**src/verilog/ipcs_regs.svh**
```systemverilog
// constants for the boot-time address selector
// assumes a 25 MHz device clock; counts are in cycles of that clock
`ifndef IPCS_REGS_SVH
`define IPCS_REGS_SVH

// ----------------------------------------------------------------------
// selector positions (low digit)
// ----------------------------------------------------------------------
`define IPCS_SEL_STORED_A 4'hC
`define IPCS_SEL_STORED_B 4'hD
`define IPCS_SEL_DISABLED 4'hF

// ----------------------------------------------------------------------
// derived configuration
// ----------------------------------------------------------------------
`define IPCS_NET_PREFIX   24'hC0_A864
`define IPCS_NET_MASK     32'hFFFF_FF00
`define IPCS_HOST_NETWORK 8'h00
`define IPCS_HOST_BCAST   8'hFF
`define IPCS_HOST_SUB_LO  8'h01
`define IPCS_HOST_SUB_HI  8'hFE

// ----------------------------------------------------------------------
// timing and counts
// ----------------------------------------------------------------------
`define IPCS_CLK_HZ       25000000
`define IPCS_FLASH_MS     200
`define IPCS_FLASH_CYC    ((`IPCS_CLK_HZ / 1000) * `IPCS_FLASH_MS)
`define IPCS_FLASH_COUNT  4
`define IPCS_PAUSE_PHASES 4
`define IPCS_SETTLE_CYC   4'h4
`define IPCS_AUTH_LIMIT   2'h3

`endif

```
**src/verilog/ipcs_pkg.sv**
```systemverilog
// types shared by the address selector, its store model and its test bench
// assumes ipcs_regs.svh provides the numeric constants
package ipcs_pkg;

   typedef struct packed {
      logic [31:0] addr;
      logic [31:0] mask;
      logic [31:0] gw;
   } ipcs_netcfg_t;

   typedef enum logic [1:0] {
      IPCS_SRC_NONE,
      IPCS_SRC_STORED,
      IPCS_SRC_DERIVED
   } ipcs_src_t;

   typedef enum logic [1:0] {
      IPCS_ST_SETTLE,
      IPCS_ST_SAMPLE,
      IPCS_ST_RUN
   } ipcs_boot_t;

endpackage

```
**src/verilog/ipcs_led_flasher.sv**
```systemverilog
// status indicator flasher: a burst of flashes, then a pause, repeated
// assumes one clock and a synchronous active-high reset
`timescale 1ns/1ps
`include "ipcs_regs.svh"

module ipcs_led_flasher #(
   parameter int TICK_CYC = `IPCS_FLASH_CYC
) (
   input  wire logic clk,
   input  wire logic srst,
   input  wire logic enable,
   output logic      led_q
);

   localparam int NPH = 2 * `IPCS_FLASH_COUNT + `IPCS_PAUSE_PHASES;

   logic [31:0] tick_q, tick_d;
   logic [3:0]  phase_q, phase_d;
   logic        led_d;

   // ----------------------------------------------------------------------
   // phase sequencing
   // ----------------------------------------------------------------------
   always_comb begin
      tick_d  = tick_q;
      phase_d = phase_q;
      if (!enable) begin
         tick_d  = 32'h0000_0000;
         phase_d = 4'h0;
      end else if (tick_q == 32'(TICK_CYC - 1)) begin
         tick_d  = 32'h0000_0000;
         phase_d = (phase_q == 4'(NPH - 1)) ? 4'h0 : phase_q + 4'h1;
      end else begin
         tick_d = tick_q + 32'h0000_0001;
      end
      // even phases of the burst are lit, odd ones dark, then the pause
      led_d = enable && (phase_d < 4'(2 * `IPCS_FLASH_COUNT)) && !phase_d[0];
   end

   always_ff @(posedge clk) begin
      if (srst) begin
         tick_q  <= 32'h0000_0000;
         phase_q <= 4'h0;
         led_q   <= 1'b0;
      end else begin
         tick_q  <= tick_d;
         phase_q <= phase_d;
         led_q   <= led_d;
      end
   end

endmodule

```
**src/verilog/ipcs_config_selector.sv**
```systemverilog
// boot-time network address selector with web access lockout and
// write-then-save handling of working parameters
// assumes selector pins are asynchronous; all other inputs are on clk
//
// Overview of operation
// - stored position loads address set from nonvolatile
// - changed configuration takes effect only after restart
// - disabled position derives address from hardware address
// - derived: fixed prefix, fixed mask, gateway equals address
// - derived host octet copies last hardware byte
// - hardware byte zero gives host octet one
// - hardware byte all ones gives 254
// - duplicate address flashes indicator in bursts of four, repeated until restart
// - three consecutive failed logins block main page
// - write updates working set; save commits; warn
// - positions C and D select stored mode
// - position F selects derived mode
`timescale 1ns/1ps
`include "ipcs_regs.svh"

module ipcs_config_selector
   import ipcs_pkg::*;
#(
   parameter int FLASH_TICK_CYC = `IPCS_FLASH_CYC
) (
   input  wire logic         clk,
   input  wire logic         srst,
   input  wire logic [3:0]   low_digit_selector,
   input  wire logic [3:0]   high_digit_selector,
   input  wire logic [7:0]   hw_addr_last,
   input  wire ipcs_netcfg_t nv_cfg,
   input  wire logic         web_wr_valid,
   input  wire ipcs_netcfg_t web_wr_cfg,
   input  wire logic         web_save_req,
   input  wire logic         auth_try,
   input  wire logic         auth_ok,
   input  wire logic         dup_detect,
   output ipcs_netcfg_t      own_cfg_q,
   output logic              cfg_valid_q,
   output ipcs_src_t         cfg_src_q,
   output ipcs_netcfg_t      work_cfg_q,
   output logic              unsaved_q,
   output logic              nv_wr_en_q,
   output ipcs_netcfg_t      nv_wr_cfg_q,
   output logic              access_grant_q,
   output logic              locked_q,
   output logic              dup_err_q,
   output logic              status_led_q
);

   // ----------------------------------------------------------------------
   // helpers
   // ----------------------------------------------------------------------
   function automatic logic [7:0] host_octet(input logic [7:0] b);
      if (b == `IPCS_HOST_NETWORK)
         return `IPCS_HOST_SUB_LO;
      else if (b == `IPCS_HOST_BCAST)
         return `IPCS_HOST_SUB_HI;
      return b;
   endfunction

   function automatic ipcs_netcfg_t derive_cfg(input logic [7:0] b);
      ipcs_netcfg_t c;
      c.addr = {`IPCS_NET_PREFIX, host_octet(b)};
      c.mask = `IPCS_NET_MASK;
      c.gw   = c.addr;
      return c;
   endfunction

   // ----------------------------------------------------------------------
   // selector synchronisers
   // ----------------------------------------------------------------------
   // high digit is unused in both supported modes; beyond the stability compare it is only synchronised
   // so that a later mode can read it without a new crossing
   logic [7:0] sel_s1_q, sel_s2_q, sel_s3_q, sel_st_q, sel_st_d;

   always_comb begin
      sel_st_d = (sel_s2_q == sel_s3_q) ? sel_s3_q : sel_st_q;
   end

   always_ff @(posedge clk) begin
      if (srst) begin
         sel_s1_q <= 8'h00;
         sel_s2_q <= 8'h00;
         sel_s3_q <= 8'h00;
         sel_st_q <= 8'h00;
      end else begin
         sel_s1_q <= {high_digit_selector, low_digit_selector};
         sel_s2_q <= sel_s1_q;
         sel_s3_q <= sel_s2_q;
         sel_st_q <= sel_st_d;
      end
   end

   wire logic [3:0] sel_lo = sel_st_q[3:0];

   // ----------------------------------------------------------------------
   // boot sequencing and active configuration
   // ----------------------------------------------------------------------
   // settle lets the three-stage pipe fill before the one and only sample
   ipcs_boot_t   st_q, st_d;
   logic [3:0]   settle_q, settle_d;
   ipcs_netcfg_t own_cfg_d;
   logic         cfg_valid_d;
   ipcs_src_t    cfg_src_d;

   always_comb begin
      st_d        = st_q;
      settle_d    = settle_q;
      own_cfg_d   = own_cfg_q;
      cfg_valid_d = cfg_valid_q;
      cfg_src_d   = cfg_src_q;
      case (st_q)
         IPCS_ST_SETTLE: begin
            settle_d = settle_q + 4'h1;
            if (settle_q == `IPCS_SETTLE_CYC)
               st_d = IPCS_ST_SAMPLE;
         end
         IPCS_ST_SAMPLE: begin
            st_d = IPCS_ST_RUN;
            if (sel_lo == `IPCS_SEL_STORED_A || sel_lo == `IPCS_SEL_STORED_B) begin
               own_cfg_d   = nv_cfg;
               cfg_valid_d = 1'b1;
               cfg_src_d   = IPCS_SRC_STORED;
            end else if (sel_lo == `IPCS_SEL_DISABLED) begin
               own_cfg_d   = derive_cfg(hw_addr_last);
               cfg_valid_d = 1'b1;
               cfg_src_d   = IPCS_SRC_DERIVED;
            end
         end
         IPCS_ST_RUN: begin
            // web writes never reach the active set until a restart
            st_d = IPCS_ST_RUN;
         end
         default: st_d = IPCS_ST_SETTLE;
      endcase
   end

   always_ff @(posedge clk) begin
      if (srst) begin
         st_q        <= IPCS_ST_SETTLE;
         settle_q    <= 4'h0;
         own_cfg_q   <= '0;
         cfg_valid_q <= 1'b0;
         cfg_src_q   <= IPCS_SRC_NONE;
      end else begin
         st_q        <= st_d;
         settle_q    <= settle_d;
         own_cfg_q   <= own_cfg_d;
         cfg_valid_q <= cfg_valid_d;
         cfg_src_q   <= cfg_src_d;
      end
   end

   // ----------------------------------------------------------------------
   // working parameters, save and unsaved warning
   // ----------------------------------------------------------------------
   ipcs_netcfg_t work_cfg_d, nv_wr_cfg_d;
   logic         unsaved_d, nv_wr_en_d;

   always_comb begin
      work_cfg_d  = work_cfg_q;
      nv_wr_cfg_d = nv_wr_cfg_q;
      nv_wr_en_d  = 1'b0;
      unsaved_d   = unsaved_q;
      if (st_q == IPCS_ST_SAMPLE)
         work_cfg_d = nv_cfg;
      if (web_save_req) begin
         nv_wr_en_d  = 1'b1;
         nv_wr_cfg_d = web_wr_valid ? web_wr_cfg : work_cfg_q;
         unsaved_d   = 1'b0;
      end
      // a write in the save cycle is committed with it, so no warning remains
      if (web_wr_valid) begin
         work_cfg_d = web_wr_cfg;
         unsaved_d  = !web_save_req;
      end
   end

   always_ff @(posedge clk) begin
      if (srst) begin
         work_cfg_q  <= '0;
         nv_wr_cfg_q <= '0;
         nv_wr_en_q  <= 1'b0;
         unsaved_q   <= 1'b0;
      end else begin
         work_cfg_q  <= work_cfg_d;
         nv_wr_cfg_q <= nv_wr_cfg_d;
         nv_wr_en_q  <= nv_wr_en_d;
         unsaved_q   <= unsaved_d;
      end
   end

   // ----------------------------------------------------------------------
   // login lockout and duplicate address flag
   // ----------------------------------------------------------------------
   // lockout lasts until restart: no unlock path exists on purpose
   logic [1:0] fail_cnt_q, fail_cnt_d;
   logic       locked_d, grant_d, dup_err_d;

   always_comb begin
      fail_cnt_d = fail_cnt_q;
      locked_d   = locked_q;
      grant_d    = 1'b0;
      dup_err_d  = dup_err_q || dup_detect;
      if (auth_try && !locked_q) begin
         if (auth_ok) begin
            grant_d    = 1'b1;
            fail_cnt_d = 2'h0;
         end else begin
            fail_cnt_d = fail_cnt_q + 2'h1;
            if (fail_cnt_d == `IPCS_AUTH_LIMIT)
               locked_d = 1'b1;
         end
      end
   end

   always_ff @(posedge clk) begin
      if (srst) begin
         fail_cnt_q     <= 2'h0;
         locked_q       <= 1'b0;
         access_grant_q <= 1'b0;
         dup_err_q      <= 1'b0;
      end else begin
         fail_cnt_q     <= fail_cnt_d;
         locked_q       <= locked_d;
         access_grant_q <= grant_d;
         dup_err_q      <= dup_err_d;
      end
   end

   ipcs_led_flasher #(
      .TICK_CYC (FLASH_TICK_CYC)
   ) u_flasher (
      .clk    (clk),
      .srst   (srst),
      .enable (dup_err_q),
      .led_q  (status_led_q)
   );
endmodule

```
**config.mk**
```make
export PLATFORM = sky130hd
export DESIGN_NAME = ipcs_config_selector
export DESIGN_NICKNAME = d
export VERILOG_FILES = /design/src/verilog/ipcs_pkg.sv /design/src/verilog/ipcs_led_flasher.sv /design/src/verilog/ipcs_config_selector.sv
export VERILOG_INCLUDE_DIRS = /design/src /design/src/verilog
export SDC_FILE = /design/constraint.sdc
export NUM_CORES = 1
export LEC_CHECK = 0
export ABC_CLOCK_PERIOD_IN_PS = 2300
export BUFFER_PORTS_ARGS = -buffer_cell sky130_fd_sc_hd__buf_2
export CAP_MARGIN = 20
export CORE_AREA = 2 2 199 201
export CTS_CLUSTER_DIAMETER = 100
export DETAILED_ROUTE_END_ITERATION = 10
export DIE_AREA = 0 0 201 203
export PLACE_DENSITY = 0.7
export SETUP_SLACK_MARGIN = 0.1
export SYNTH_ARGS = -nofsm -noshare
export SYNTH_HDL_FRONTEND = slang
export SYNTH_SLANG_ARGS = --single-unit
```
**constraint.sdc**
```tcl
create_clock -name clk -period 2.3 [get_ports clk]
set_clock_uncertainty 0.05 [all_clocks]
set_input_delay 0.23 -clock clk [delete_from_list [all_inputs] [get_ports clk]]
set_output_delay 0.23 -clock clk [all_outputs]
set_load 0.1 [all_outputs]
```
== Yosys cells after proc, flatten, opt, wreduce, memory -nomap -nowiden ==
Cells that the tools add are included.

* Output and inout port bits: 297
* Register bits after elaboration: 369
* Word-level logic and storage cells: 91
* Bits of input ports: 215

* Mux-type cells: 27
* $add $sub $neg: 4
* Reductions and logical operators: 18
* Bitwise operators: 3
* $lt $le $gt $ge: 1
* Eq/ne operators: 12

{| class="wikitable"
|+ Operators by type and width
! operator !! count
|-
| two-way mux 96 bit || 5
|-
| adder 32 x 1 -> 32 bit, second input constant || 1
|-
| equality test 32 x 23 -> 1 bit, second input constant || 1
|-
| two-way mux 8 bit || 3
|-
| equality test 4 bit, second input constant || 4
|-
| two-way mux 4 bit || 3
|-
| two-way mux 1 bit || 11
|-
| adder 4 x 1 -> 4 bit, second input constant || 2
|-
| equality test 8 bit || 1
|-
| equality test 8 bit, second input constant || 1
|-
| zero test 8 bit || 1
|-
| two-way mux 2 bit || 4
|-
| nonzero test 2 bit || 3
|-
| equality test 2 bit, second input constant || 2
|-
| equality test 4 x 3 -> 1 bit, second input constant || 1
|-
| less-than comparator 4 bit, second input constant || 1
|-
| one-hot mux 2 bit (2 select lines) || 1
|-
| OR reduction 2 bit || 2
|-
| logical AND 1 bit || 3
|-
| zero test 1 bit || 3
|-
| inverter 1 bit || 3
|-
| AND reduction 3 bit || 1
|-
| OR reduction 3 bit || 1
|-
| adder 2 x 1 -> 2 bit, second input constant || 1
|-
| other kinds (5) || 6
|}

== Logic depth before layout (Yosys ltp) ==
Gate-level depths: netlist of run 1.

* Word-level depth: 9
* Mapped depth: 9
* Gate-level depth less buffers: 7

== Modules after synthesis ==
From an unflattened synthesis of run 1, not the netlist that was laid out.

* Cell total of the unflattened synthesis: 1,672
* Area total of the unflattened synthesis: 15,154.5 µm²

{| class="wikitable"
|+ By module, submodules not included
! module !! area an instance (µm²) !! cells each !! seq. area each (µm²) !! times used
|-
| ipcs_config_selector || 13,295.3 || 1,452 || 6,646.4 || 1
|-
| ipcs_led_flasher || 1,859.3 || 220 || 740.7 || 1
|}

== Worst setup path before layout of run 1 ==
Ideal clock, no wire load.

* Path type: reg-to-reg
* Start: reg st_q[1]
* End: reg work_cfg_q[94] (netlist name)
* Path buffers: 3
* Data required time: 2.122 ns
* Period minus slack after synthesis: 1.989 ns
* Setup slack: 0.311 ns
* Stages on the path, launching flop included: 10
* Arrival time: 1.812 ns
* Setup time: 0.128 ns
* Path through: dfxtp_1 > inv_1 > ha_1 > clkbuf_1 > buf_1 > buf_2 > mux2i_1 > nor2_1 > a21oi_1 > nor2_1

* Longest elaborated chain between the ends: 2

{| class="wikitable"
|+ Ends and longest elaborated chain
! element !! RTL line !! RTL
|-
| start, declared || ipcs_config_selector.sv:101 || <nowiki>ipcs_boot_t st_q, st_d;</nowiki>
|-
| start signal, assigned || ipcs_config_selector.sv:147 || <nowiki>st_q <= st_d;</nowiki>
|-
| equality test 2 x 1 -> 1 bit || ipcs_config_selector.sv:166 || <nowiki>if (st_q == IPCS_ST_SAMPLE)</nowiki>
|-
| nonzero test 2 bit (no line) || -- ||
|-
| end signal, assigned || ipcs_config_selector.sv:187 || <nowiki>work_cfg_q <= work_cfg_d;</nowiki>
|-
| end, declared || ipcs_config_selector.sv:41 || <nowiki>output ipcs_netcfg_t work_cfg_q,</nowiki>
|}

No other way between the ends.
A chain may end at the register's enable or synchronous reset.

== Worst setup path after layout of run 1 ==
* Start: reg st_q[1]
* End: reg work_cfg_q[17] (netlist name)

The elaborated chain is that of the path after synthesis.

==> metrics.txt, run 1 <==
DRT antenna net count=0; Worst-Skew Late Latency=roughly 0.54 ns; vias in the first global route=roughly 15000; Final GP Congestion=just over 0.9; RSZ-0062 raised after global routing=no; register area share after synthesis=50.0%; gr ovfl total=0; crit-path max FO=96; Max Cap Violations=0; Least-Margin Pin Slew=a little under 0.9 ns; Synth Area per Inst=9.08 µm²; final HPWL from detailed placement=34900 µm; worst vdd ir=about 0.77 mV; Rows=a little over 70; Final Max Tran Viols=0; PwrDens=around 910 mW/mm²; crit path time final=2.07 ns; Initial Util=38.4%; worst path arrival time=between 2 and 2.5 ns; Post-Synthesis Net Count=between 1500 and 2000; Post-synth EDFFs=0; Async S/R FF share, synth=0%; WL per Instance=roughly 19 µm; crit path launch type=register; type of destination of the critical path=register; post-route setup TNS=0 ns; Clock transition at path regs=roughly 0.06 ns; Ys Warns=0; final setup fails=0; Filler cells=around 3200; first-pass GRT wire length=83200 µm; CTS sink count=369; Critical Path RT=~2.7 ns; Lkg Pwr=about 9.6 nW; H-Tree Depth=2; Most used DFF post-synth=dfxtp_1; Synth top area share=about half; FMAX=484 MHz; Slew headroom=a little over two fifths; Initial DRC Count=~900; clock root buffer=clkbuf_16; CTS tree=yes; final wirelength=approximately 54000 µm; Synth-to-Final Area Change=44.7%; Hold Vio Cnt, Final=0; Util after Layout=a little under three fifths; Vias/cell=roughly 5.3; Yosys cell types=38; DRC errors left=0; largest net degree at the start of global routing=around 150; vias=15000; post-synth top area cell=dfxtp_1; post-synthesis instance total=between 1500 and 2000; Setup CP Type=register to register; core area=approximately 0.038 mm²; drt first pass iters=6; gr usage total=25.5%; number of synthesized register bits=approximately 370; setup slack, reg-to-reg=roughly 0.23 ns; status=complete, no violations; CTS Buf Count=just over 40; die area=just over 0.04 mm²; nets=around 2500; Die X=201 µm; die height=slightly above 200 µm; worst hold path type=input pin to register; clk buf depth=3; layout cell share with drive strength beyond 1=between 20% and 30%; post-route clock period utilization=roughly nine tenths; setup bufs post-CTS=0; cell area after synthesis=0.0148 mm²; # IOs=between 500 and 600; input/output buffers=between 500 and 600; ranking of synthesized cells by area=dfxtp_1 50%, mux2i_1 14%, nor2_1 11%, a211oi_1 4.9%, a21oi_1 3.7%; initial antenna violation count=1
==> final timing paths <==
path,from,endpoint,depth (start not counted)
setup reg to reg,st_q[1],work_cfg_q[17],7
hold reg to reg,sel_s1_q[3],sel_s2_q[3],1
setup / recovery,st_q[1],work_cfg_q[17],7
hold / removal,hw_addr_last[2],own_cfg_q[2],3
==> logic make-up after synthesis <==
family	synth area share (%)
XOR/XNOR	2.14
buffers and inverters	3.70
AND/OR/NAND/NOR	15.7
multiplexers	13.6
adder cells (fa/ha/maj)	0.678
AO/OA/AOI/OAI	14.2
flip-flops	50.0
==> cells in the mapped netlist (all sizes together), types with 4 or more instances <==
library cell and n:
nor2 437, a211oi 97, clkbuf 89, mux2i 201, a22oi 42, o21ai 7
buf 42, nor4 6, nand2 15, a31oi 4, a21oi 110, a222oi 14
dfxtp 369, nand4 13, inv 10, nand3 17, and3 10, xor2 31
ha 8, nor2b 26, xnor2 5, nor3 10, o21a 4, o22ai 40
nand2b 4
==> per-stage QoR <==
step / area [µm²] / hold slack (ns) / setup WS [ns] / instances / power (mW)
global route: 21400 / 0.0478 / 0.126 / 2833 / 20.1
CTS: 21400 / 0.0224 / 0.279 / 2832 / 19.4
finish: 21400 / 0.0488 / 0.232 / 2833 / 19.3
floorplan: 14800 / 0.296 / 0.311 / 1626 / 11.3
detailed placement: 17900 / 0.379 / 0.284 / 2551 / 12.4
global placement: 17900 / 0.370 / 0.315 / 2551 / 12.3
==> state kept, by name, summed over array words and instances (netlist names) <==
register and count:
nv_wr_en_q 1, u_flasher.phase_q 4, settle_q 4, dup_err_q 1
st_q 2, sel_s2_q 8, sel_s1_q 8, fail_cnt_q 2
work_cfg_q 96, access_grant_q 1, cfg_src_q 2, own_cfg_q 96
u_flasher.led_q 1, u_flasher.tick_q 32, nv_wr_cfg_q 96, cfg_valid_q 1
sel_s3_q 8, unsaved_q 1, sel_st_q 4, locked_q 1
==> placed cells by master, fill, tap and decap left out, types with 17 or more instances in the layout <==
master         synthesis  routed
buf_2                  7     508
clkbuf_16              0      42
nor2_1               437     436
a211oi_1              97      97
dfxtp_1              369     369
o22ai_1               40      40
dlygate4sd3_1          0     209
a21oi_1              110     109
nor2b_1               26      26
xor2_1                31      31
nand3_1               17      17
a22oi_1               42      42
mux2i_1              201     201
==> metal layers <==
layer  global-route usage, %  part of all wire (%)
met3                    5.67                   7.2
met1                    30.0                    40
met2                    43.5                    48
met4                    13.6                   4.8
met5                       0                     0
==> final cells by class <==
type	count	area [µm²]	share of cell area, %
Inverter	10	37.5	0.176
Clock buffer	59	1220	5.73
Antenna cell	1	2.50	0.0117
Timing Repair Buffer	747	5040	23.6
Multi-Input combinational cell	1116	6870	32.2
Clock inverter	13	158	0.738
Sequential cell	369	7390	34.6
Tap cell	518	648	3.03
==> critical path: stages (launching register included) <==
cell	delay, ns
dfxtp_1	0.30
inv_1	0.13
ha_4	0.18
buf_16	0.53
mux2i_1	0.33
nor2_1	0.08
a21oi_1	0.16
nor2_1	0.07
==> power breakdown <==
group / switching, mW / internal (mW) / total, mW
registers: 0.262 / 6.76 / 7.02
clock network: 2.65 / 4.04 / 6.69
logic: 4.00 / 1.64 / 5.64
total: 6.91 / 12.4 / 19.3
==> timing repair <==
action | CTS | global route
resized for setup | 0 | 2
hold buffers | 209 | 0
endpoints found under the setup margin | 0 | 2
endpoints found under the hold margin | 286 | 0
No activity file was read; power rests on OpenSTA's default activity.
==> run 2: changes to the inputs <==
--- a/config.mk
+++ b/config.mk
@@ -6,14 +6,15 @@
 export SDC_FILE = /design/constraint.sdc
 export NUM_CORES = 1
 export LEC_CHECK = 0
-export ABC_CLOCK_PERIOD_IN_PS = 2300
+export ABC_CLOCK_PERIOD_IN_PS = 1900
 export BUFFER_PORTS_ARGS = -buffer_cell sky130_fd_sc_hd__buf_2
 export CAP_MARGIN = 20
 export CORE_AREA = 2 2 199 201
 export CTS_CLUSTER_DIAMETER = 100
 export DETAILED_ROUTE_END_ITERATION = 10
 export DIE_AREA = 0 0 201 203
-export PLACE_DENSITY = 0.7
+export HOLD_SLACK_MARGIN = 0.15
+export PLACE_DENSITY = 0.72
 export SETUP_SLACK_MARGIN = 0.1
 export SYNTH_ARGS = -nofsm -noshare
 export SYNTH_HDL_FRONTEND = slang
==> constraint.sdc (replaced) <==
create_clock -name clk -period 1.9 [get_ports clk]
set_clock_uncertainty 0.05 [all_clocks]
set_input_delay 0.19 -clock clk [delete_from_list [all_inputs] [get_ports clk]]
set_output_delay 0.19 -clock clk [all_outputs]
set_load 0.1 [all_outputs]
==> run 2 against run 1 <==
  * The flow now finishes with violations (negative setup slack)
  * Final cell count grew 2.1%
  * Register-to-register slack lost 0.32 ns
  * Via count grew 4.4%
  * Final area grew 3.3%
  * Total power grew 23%
  * Global-route usage grew 0.90 points
  * Die area is the same
  * First-iteration DRC count grew 9.9%
  * Critical path depth shrank 1
  * Fmax grew 4.3%
==> metrics.txt, run 2 (synthesized netlist as in run 1, its figures left out) <==
setup slack, reg-to-reg=-0.08 ns; Hold Vio Cnt, Final=0; nets=~2600; DP Area=0.0182 mm²; largest net degree at the start of global routing=115; core area=a little under 0.04 mm²; post-route cell area=roughly 0.022 mm²; PwrDens=between 1000 and 1500 mW/mm²; Largest regs=nv_wr_cfg_q (96), own_cfg_q (96), work_cfg_q (96); crit path launch type=register; vias in the first global route=roughly 16000; input/output buffers=slightly above 500; CTS Buf Count=41; first-pass GRT wire length=between 80000 and 90000 µm; H-Tree Depth=2; worst vdd ir=0.809 mV; Initial DRC Count=approximately 960; Die X=~200 µm; FMAX=just over 500 MHz; CTS tree=yes; Worst Hold Depth=4; Worst-Skew Late Latency=approximately 0.55 ns; initial antenna violation count=4; worst hold path type=input pin to register; Critical Path RT=2.32 ns; reg2reg start=u_flasher.tick_q[23]; crit path time final=roughly 2 ns; terminus of the critical flop-to-flop path=u_flasher.phase_q[0]; CTS sink count=~370; Hold Worst Slack=roughly 0.35 ns; clock root buffer=clkbuf_16; Clock transition at path regs=roughly 0.060 ns; gr ovfl total=0; Initial Util=roughly two fifths; worst path arrival time=about 2.4 ns; status=finished, violations left; vias=around 16000; Lkg Pwr=9.94 nW; failing checks=negative setup slack; Final WS setup=-0.0831 ns; layout cell share with drive strength beyond 1=about 28%; DRT antenna net count=0; Final GP Congestion=a little under 1; # IOs=512; number of cells on the worst reg-to-reg path=6; post-route clock period utilization=104%; die height=around 200 µm; final setup fails=4; Least-Margin Pin Slew=~0.68 ns; WL per Instance=about 20 µm; Placed Instances=between 2000 and 3000; Setup CP Type=register to register; crit-path max FO=6; Vias/cell=around 5.4; commonest non-fill, non-tap cell in the layout=buf_2; Synth-to-Final Area Change=49.5%; drt first pass iters=6; crit path from=u_flasher.tick_q[23]; most frequent cells in the layout=509 x buf_2, 436 x nor2_1, 366 x dfxtp_1; Power, Total=23.8 mW; Rows=72; fin cells=roughly 2900; gr usage total=a little over a quarter; type of destination of the critical path=register; Max Cap Violations=0; Worst Hold Launch=dup_detect; final HPWL from detailed placement=about 37000 µm; clk buf depth=3; RSZ-0062 raised after global routing=yes; WHS Endpoint=dup_err_q; Slew headroom=between 50% and 60%; Final Max Tran Viols=0; die area=roughly 0.041 mm²; final wirelength=between 50000 and 60000 µm; DRC errors left=0
==> run 2: cell count changes in the layout (fill, tap and decap cells not counted), sizes merged <==
cell,delta
clkinv,-3
dlygate4sd3,+6
buf,+42
a21o,+1
clkbuf,+12
bufinv,-3
inv,+2
diode,+2
==> run 2: worst max-delay path by stage <==
| stage | endpoint | slack [ns] | cells past startpoint |
|---|---|---|---|
| 2_1_floorplan | u_flasher.phase_q[0] | 0.08 | 6 |
| 3_3_place_gp | u_flasher.phase_q[3] | -0.11 | 6 |
| 3_5_place_dp | u_flasher.phase_q[0] | -0.14 | 6 |
| 4_1_cts | u_flasher.phase_q[0] | -0.07 | 6 |
| 5_1_grt | u_flasher.phase_q[0] | -0.13 | 6 |
| 6_report | u_flasher.phase_q[0] | -0.08 | 6 |
==> run 2: timing repair <==
item,in CTS,in global routing
resized for setup,6,26
hold buffers,215,0
buffers inserted,1,6
pin swaps,3,10
cloned,0,8
hold endpoints to repair,302,0
endpoints found under the setup margin,42,168
==> run 2: power by group <==
| group | switching, mW | total [mW] | internal (mW) |
|---|---|---|---|
| Sequential | 0.325 | 8.51 | 8.19 |
| Combinational | 5.09 | 7.41 | 2.32 |
| Clock | 3.24 | 7.84 | 4.59 |
| Total | 8.66 | 23.8 | 15.1 |
==> run 2: through the flow <==
| step | util, % | setup TNS [ns] | setup slack (ns) |
|---|---|---|---|
| after floorplan | - | 0 | 0.0822 |
| after global placement | 47.3 | -0.325 | -0.106 |
| after detailed placement | 47.3 | -0.518 | -0.142 |
| after CTS | 56.5 | -0.173 | -0.0745 |
| after global routing | 57.4 | -1.16 | -0.131 |
| final | 57.4 | -0.216 | -0.0831 |
==> run 2: layer usage <==
layer	routed length (µm)	global-route usage (%)	vias up
met5	13	0	-
met4	3780	17.0	2
met3	4830	6.77	275
met2	28000	44.8	835
met1	22000	29.6	7382
li1	-	-	7130
==> run 2: critical path: stages (launching register included) <==
cell	delay [ns]
dfxtp_1	0.31
or4b_4	0.55
nor4_4	0.25
nand3_2	0.15
buf_6	0.16
or3_1	0.30
a21oi_1	0.14
==> run 2: final cells by class <==
type	count	area, µm²
multi-input cells	1117	6980
diodes	3	7.51
inverters	10	40.0
repair buffers	801	5670
fillers	3153	16400
flip-flops and latches	369	7390
well taps	518	648
clock buffers	65	1270
clock inverters	9	62.6
==> run 3: changes to the inputs <==
--- a/config.mk
+++ b/config.mk
@@ -6,15 +6,16 @@
 export SDC_FILE = /design/constraint.sdc
 export NUM_CORES = 1
 export LEC_CHECK = 0
+export ABC_AREA = 1
 export ABC_CLOCK_PERIOD_IN_PS = 1900
 export BUFFER_PORTS_ARGS = -buffer_cell sky130_fd_sc_hd__buf_2
 export CAP_MARGIN = 20
-export CORE_AREA = 2 2 199 201
+export CORE_MARGIN = 2
+export CORE_UTILIZATION = 41
 export CTS_CLUSTER_DIAMETER = 100
 export DETAILED_ROUTE_END_ITERATION = 10
-export DIE_AREA = 0 0 201 203
 export HOLD_SLACK_MARGIN = 0.15
-export PLACE_DENSITY = 0.72
+export PLACE_DENSITY = 0.76
 export SETUP_SLACK_MARGIN = 0.1
 export SYNTH_ARGS = -nofsm -noshare
 export SYNTH_HDL_FRONTEND = slang
==> run 3 against run 2 <==
  * The flow still finishes with violations (negative setup slack)
  * Non-clock buffer count is 33 lower
  * Synthesized cell count is 30% higher
  * Total power is 2.8% lower
  * Via count is 15% higher
  * Wire length is 7.2% higher
  * Fmax is 4.3% higher
  * Count of clock-buffer cells in the layout is 4 lower
  * Sequential power is 0.5% higher
  * Core utilization is 2.2 points higher
==> metrics.txt, run 3 <==
status=finished, violations left; failing checks=negative setup slack; core area=~0.037 mm²; drt first pass iters=8; Largest regs=nv_wr_cfg_q (96), own_cfg_q (96), work_cfg_q (96); list of most frequent post-synthesis cells=443 x nand2_1, 371 x nand3_1, 369 x dfxtp_1; post-route clock period utilization=100%; RSZ-0062 raised after global routing=yes; final wirelength=approximately 63000 µm; Lkg Pwr=10.5 nW; Die X=199 µm; cell area after synthesis=approximately 0.016 mm²; Worst-Skew Late Latency=roughly 0.56 ns; max incr delay on CP=around 0.84 ns; Synth Area per Inst=7.34 µm²; Critical Path RT=roughly 2.3 ns; post-synth top area cell=dfxtp_1; CTS Buf Count=41; final HPWL from detailed placement=40800 µm; layout cell share with drive strength beyond 1=about 23%; Clock transition at path regs=~0.060 ns; WL per Instance=18.9 µm; nets=about 3000; Power, Total=about 23 mW; CTS sink count=between 300 and 400; post-synthesis instance total=2119; Final Max Tran Viols=0; most frequent cells in the layout=507 x buf_2, 443 x nand2_1, 371 x nand3_1; Initial DRC Count=about 1500; number of synthesized register bits=~370; DRC errors left=0; Least-Margin Pin Slew=between 1 and 1.5 ns; critical-path cell list=dlygate4sd3_1 -> buf_4 -> nor2_1 -> inv_1 -> a21oi_1; crit path time final=1.90 ns; Slowest-stage cell, CP=nor2_1; final setup fails=1; Synth-to-Final Area Change=43.4%; input/output buffers=511; die area=between 0.03 and 0.04 mm²; ranking of synthesized cells by area=dfxtp_1 47%, nand3_1 12%, nand2_1 11%, o21ai_0 4.8%, inv_1 4.7%; Rows=71; Ys Warns=0; crit-path max FO=13; vias=approximately 18000; DRT antenna net count=0; first-pass GRT wire length=between 90000 and 100000 µm; largest net degree at the start of global routing=roughly 110; commonest non-fill, non-tap cell in the layout=buf_2; clock root buffer=clkbuf_16; vias in the first global route=approximately 17000; Async S/R FF share, synth=0%; CTS tree=yes; Initial Util=roughly 42%; Final WS setup=-0.00145 ns; gr usage total=a little under a third; post-route cell area=about 0.022 mm²; Final GP Congestion=0.930; Yosys cell types=40; Vias/cell=about 5.4; count leader, synth=nand2_1; Setup CP Type=input pin to register; # IOs=512; clk buf depth=3; Synth top area share=a little under half; type of destination of the critical path=register; initial antenna violation count=2; FMAX=~530 MHz; worst path arrival time=around 2.3 ns; Slew headroom=29.3%; die height=around 200 µm; crit path launch type=input pin; Most used DFF post-synth=dfxtp_1; gr ovfl total=0; Util after Layout=about three fifths; Post-Synthesis Net Count=roughly 2300; Hold Vio Cnt, Final=0; worst hold path type=input pin to register; Post-synth EDFFs=0; DP Area=about 0.019 mm²; PwrDens=1040 mW/mm²; worst vdd ir=just under 0.8 mV; register area share after synthesis=between 40 and 50%; H-Tree Depth=2; Max Cap Violations=0
[run 3: cell families (layout without fill, tap and decap cells)]
kind of cell,count (synthesis),after routing,share of synthesized area (%)
flops,369,369,47.5
other cells,0,1,0
buf+inv,340,1037,9.01
fa+ha+maj,8,8,0.643
simple gates,1027,1029,28.6
xor+xnor,12,12,0.675
compound gates,363,363,13.6
[run 3: area by class of cell]
class,instances,area [µm²]
Clock buffer,61,1220
Fill cell,3175,15200
Inverter,200,763
Sequential cell,369,7390
Tap cell,511,639
Clock inverter,8,124
Multi-Input combinational cell,1412,6850
Antenna cell,1,2.50
Timing Repair Buffer,768,5320
[run 3: path summary, 6_finish.rpt]
kind           startpoint                   end  slack [ns]  cells after the start
max                  srst  u_flasher.phase_q[2]      -0.001                      5
min          web_wr_valid        work_cfg_q[85]        0.19                      6
max reg2reg     dup_err_q  u_flasher.phase_q[2]        0.07                      4
min reg2reg   sel_s1_q[1]           sel_s2_q[1]        0.35                      2
[run 3: through the flow]
stage	setup TNS (ns)	worst slack, ns	std cells	hold WS, ns
2_1_floorplan	0	0.349	2119	0.247
3_3_place_gp	0	0.135	3038	0.342
3_5_place_dp	0	0.141	3038	0.345
4_1_cts	0	0.131	3323	0.162
5_1_grt	-0.0558	-0.0558	3330	0.208
6_report	-0.00145	-0.00145	3330	0.189
[run 3: critical path, delay by kind of cell]
family                 cells  cell delay (ns)
buffers and inverters      3             1.05
AND/OR/NAND/NOR            1             0.84
AO/OA/AOI/OAI              1             0.23
[run 3: timing repair]
action	CTS	global route
hold buffers	216	0
endpoints found under the setup margin	1	91
cloned	0	3
resized for setup	1	25
setup buffers	0	3
hold endpoints to repair	302	0
[run 3: where the power goes]
| group | internal, mW | leakage, nW | switching, mW |
|---|---|---|---|
| Sequential | 8.22 | 3.01 | 0.328 |
| Clock | 4.84 | 0.654 | 3.21 |
| Combinational | 1.48 | 6.87 | 5.03 |
[run 3: layer usage]
metal,GRT usage [%],vias up,wire [µm]
met3,7.85,330,6030
met5,0,-,13
met1,34.8,8159,23000
met4,20.3,2,4660
met2,49.9,1148,29100
li1,-,8252,-
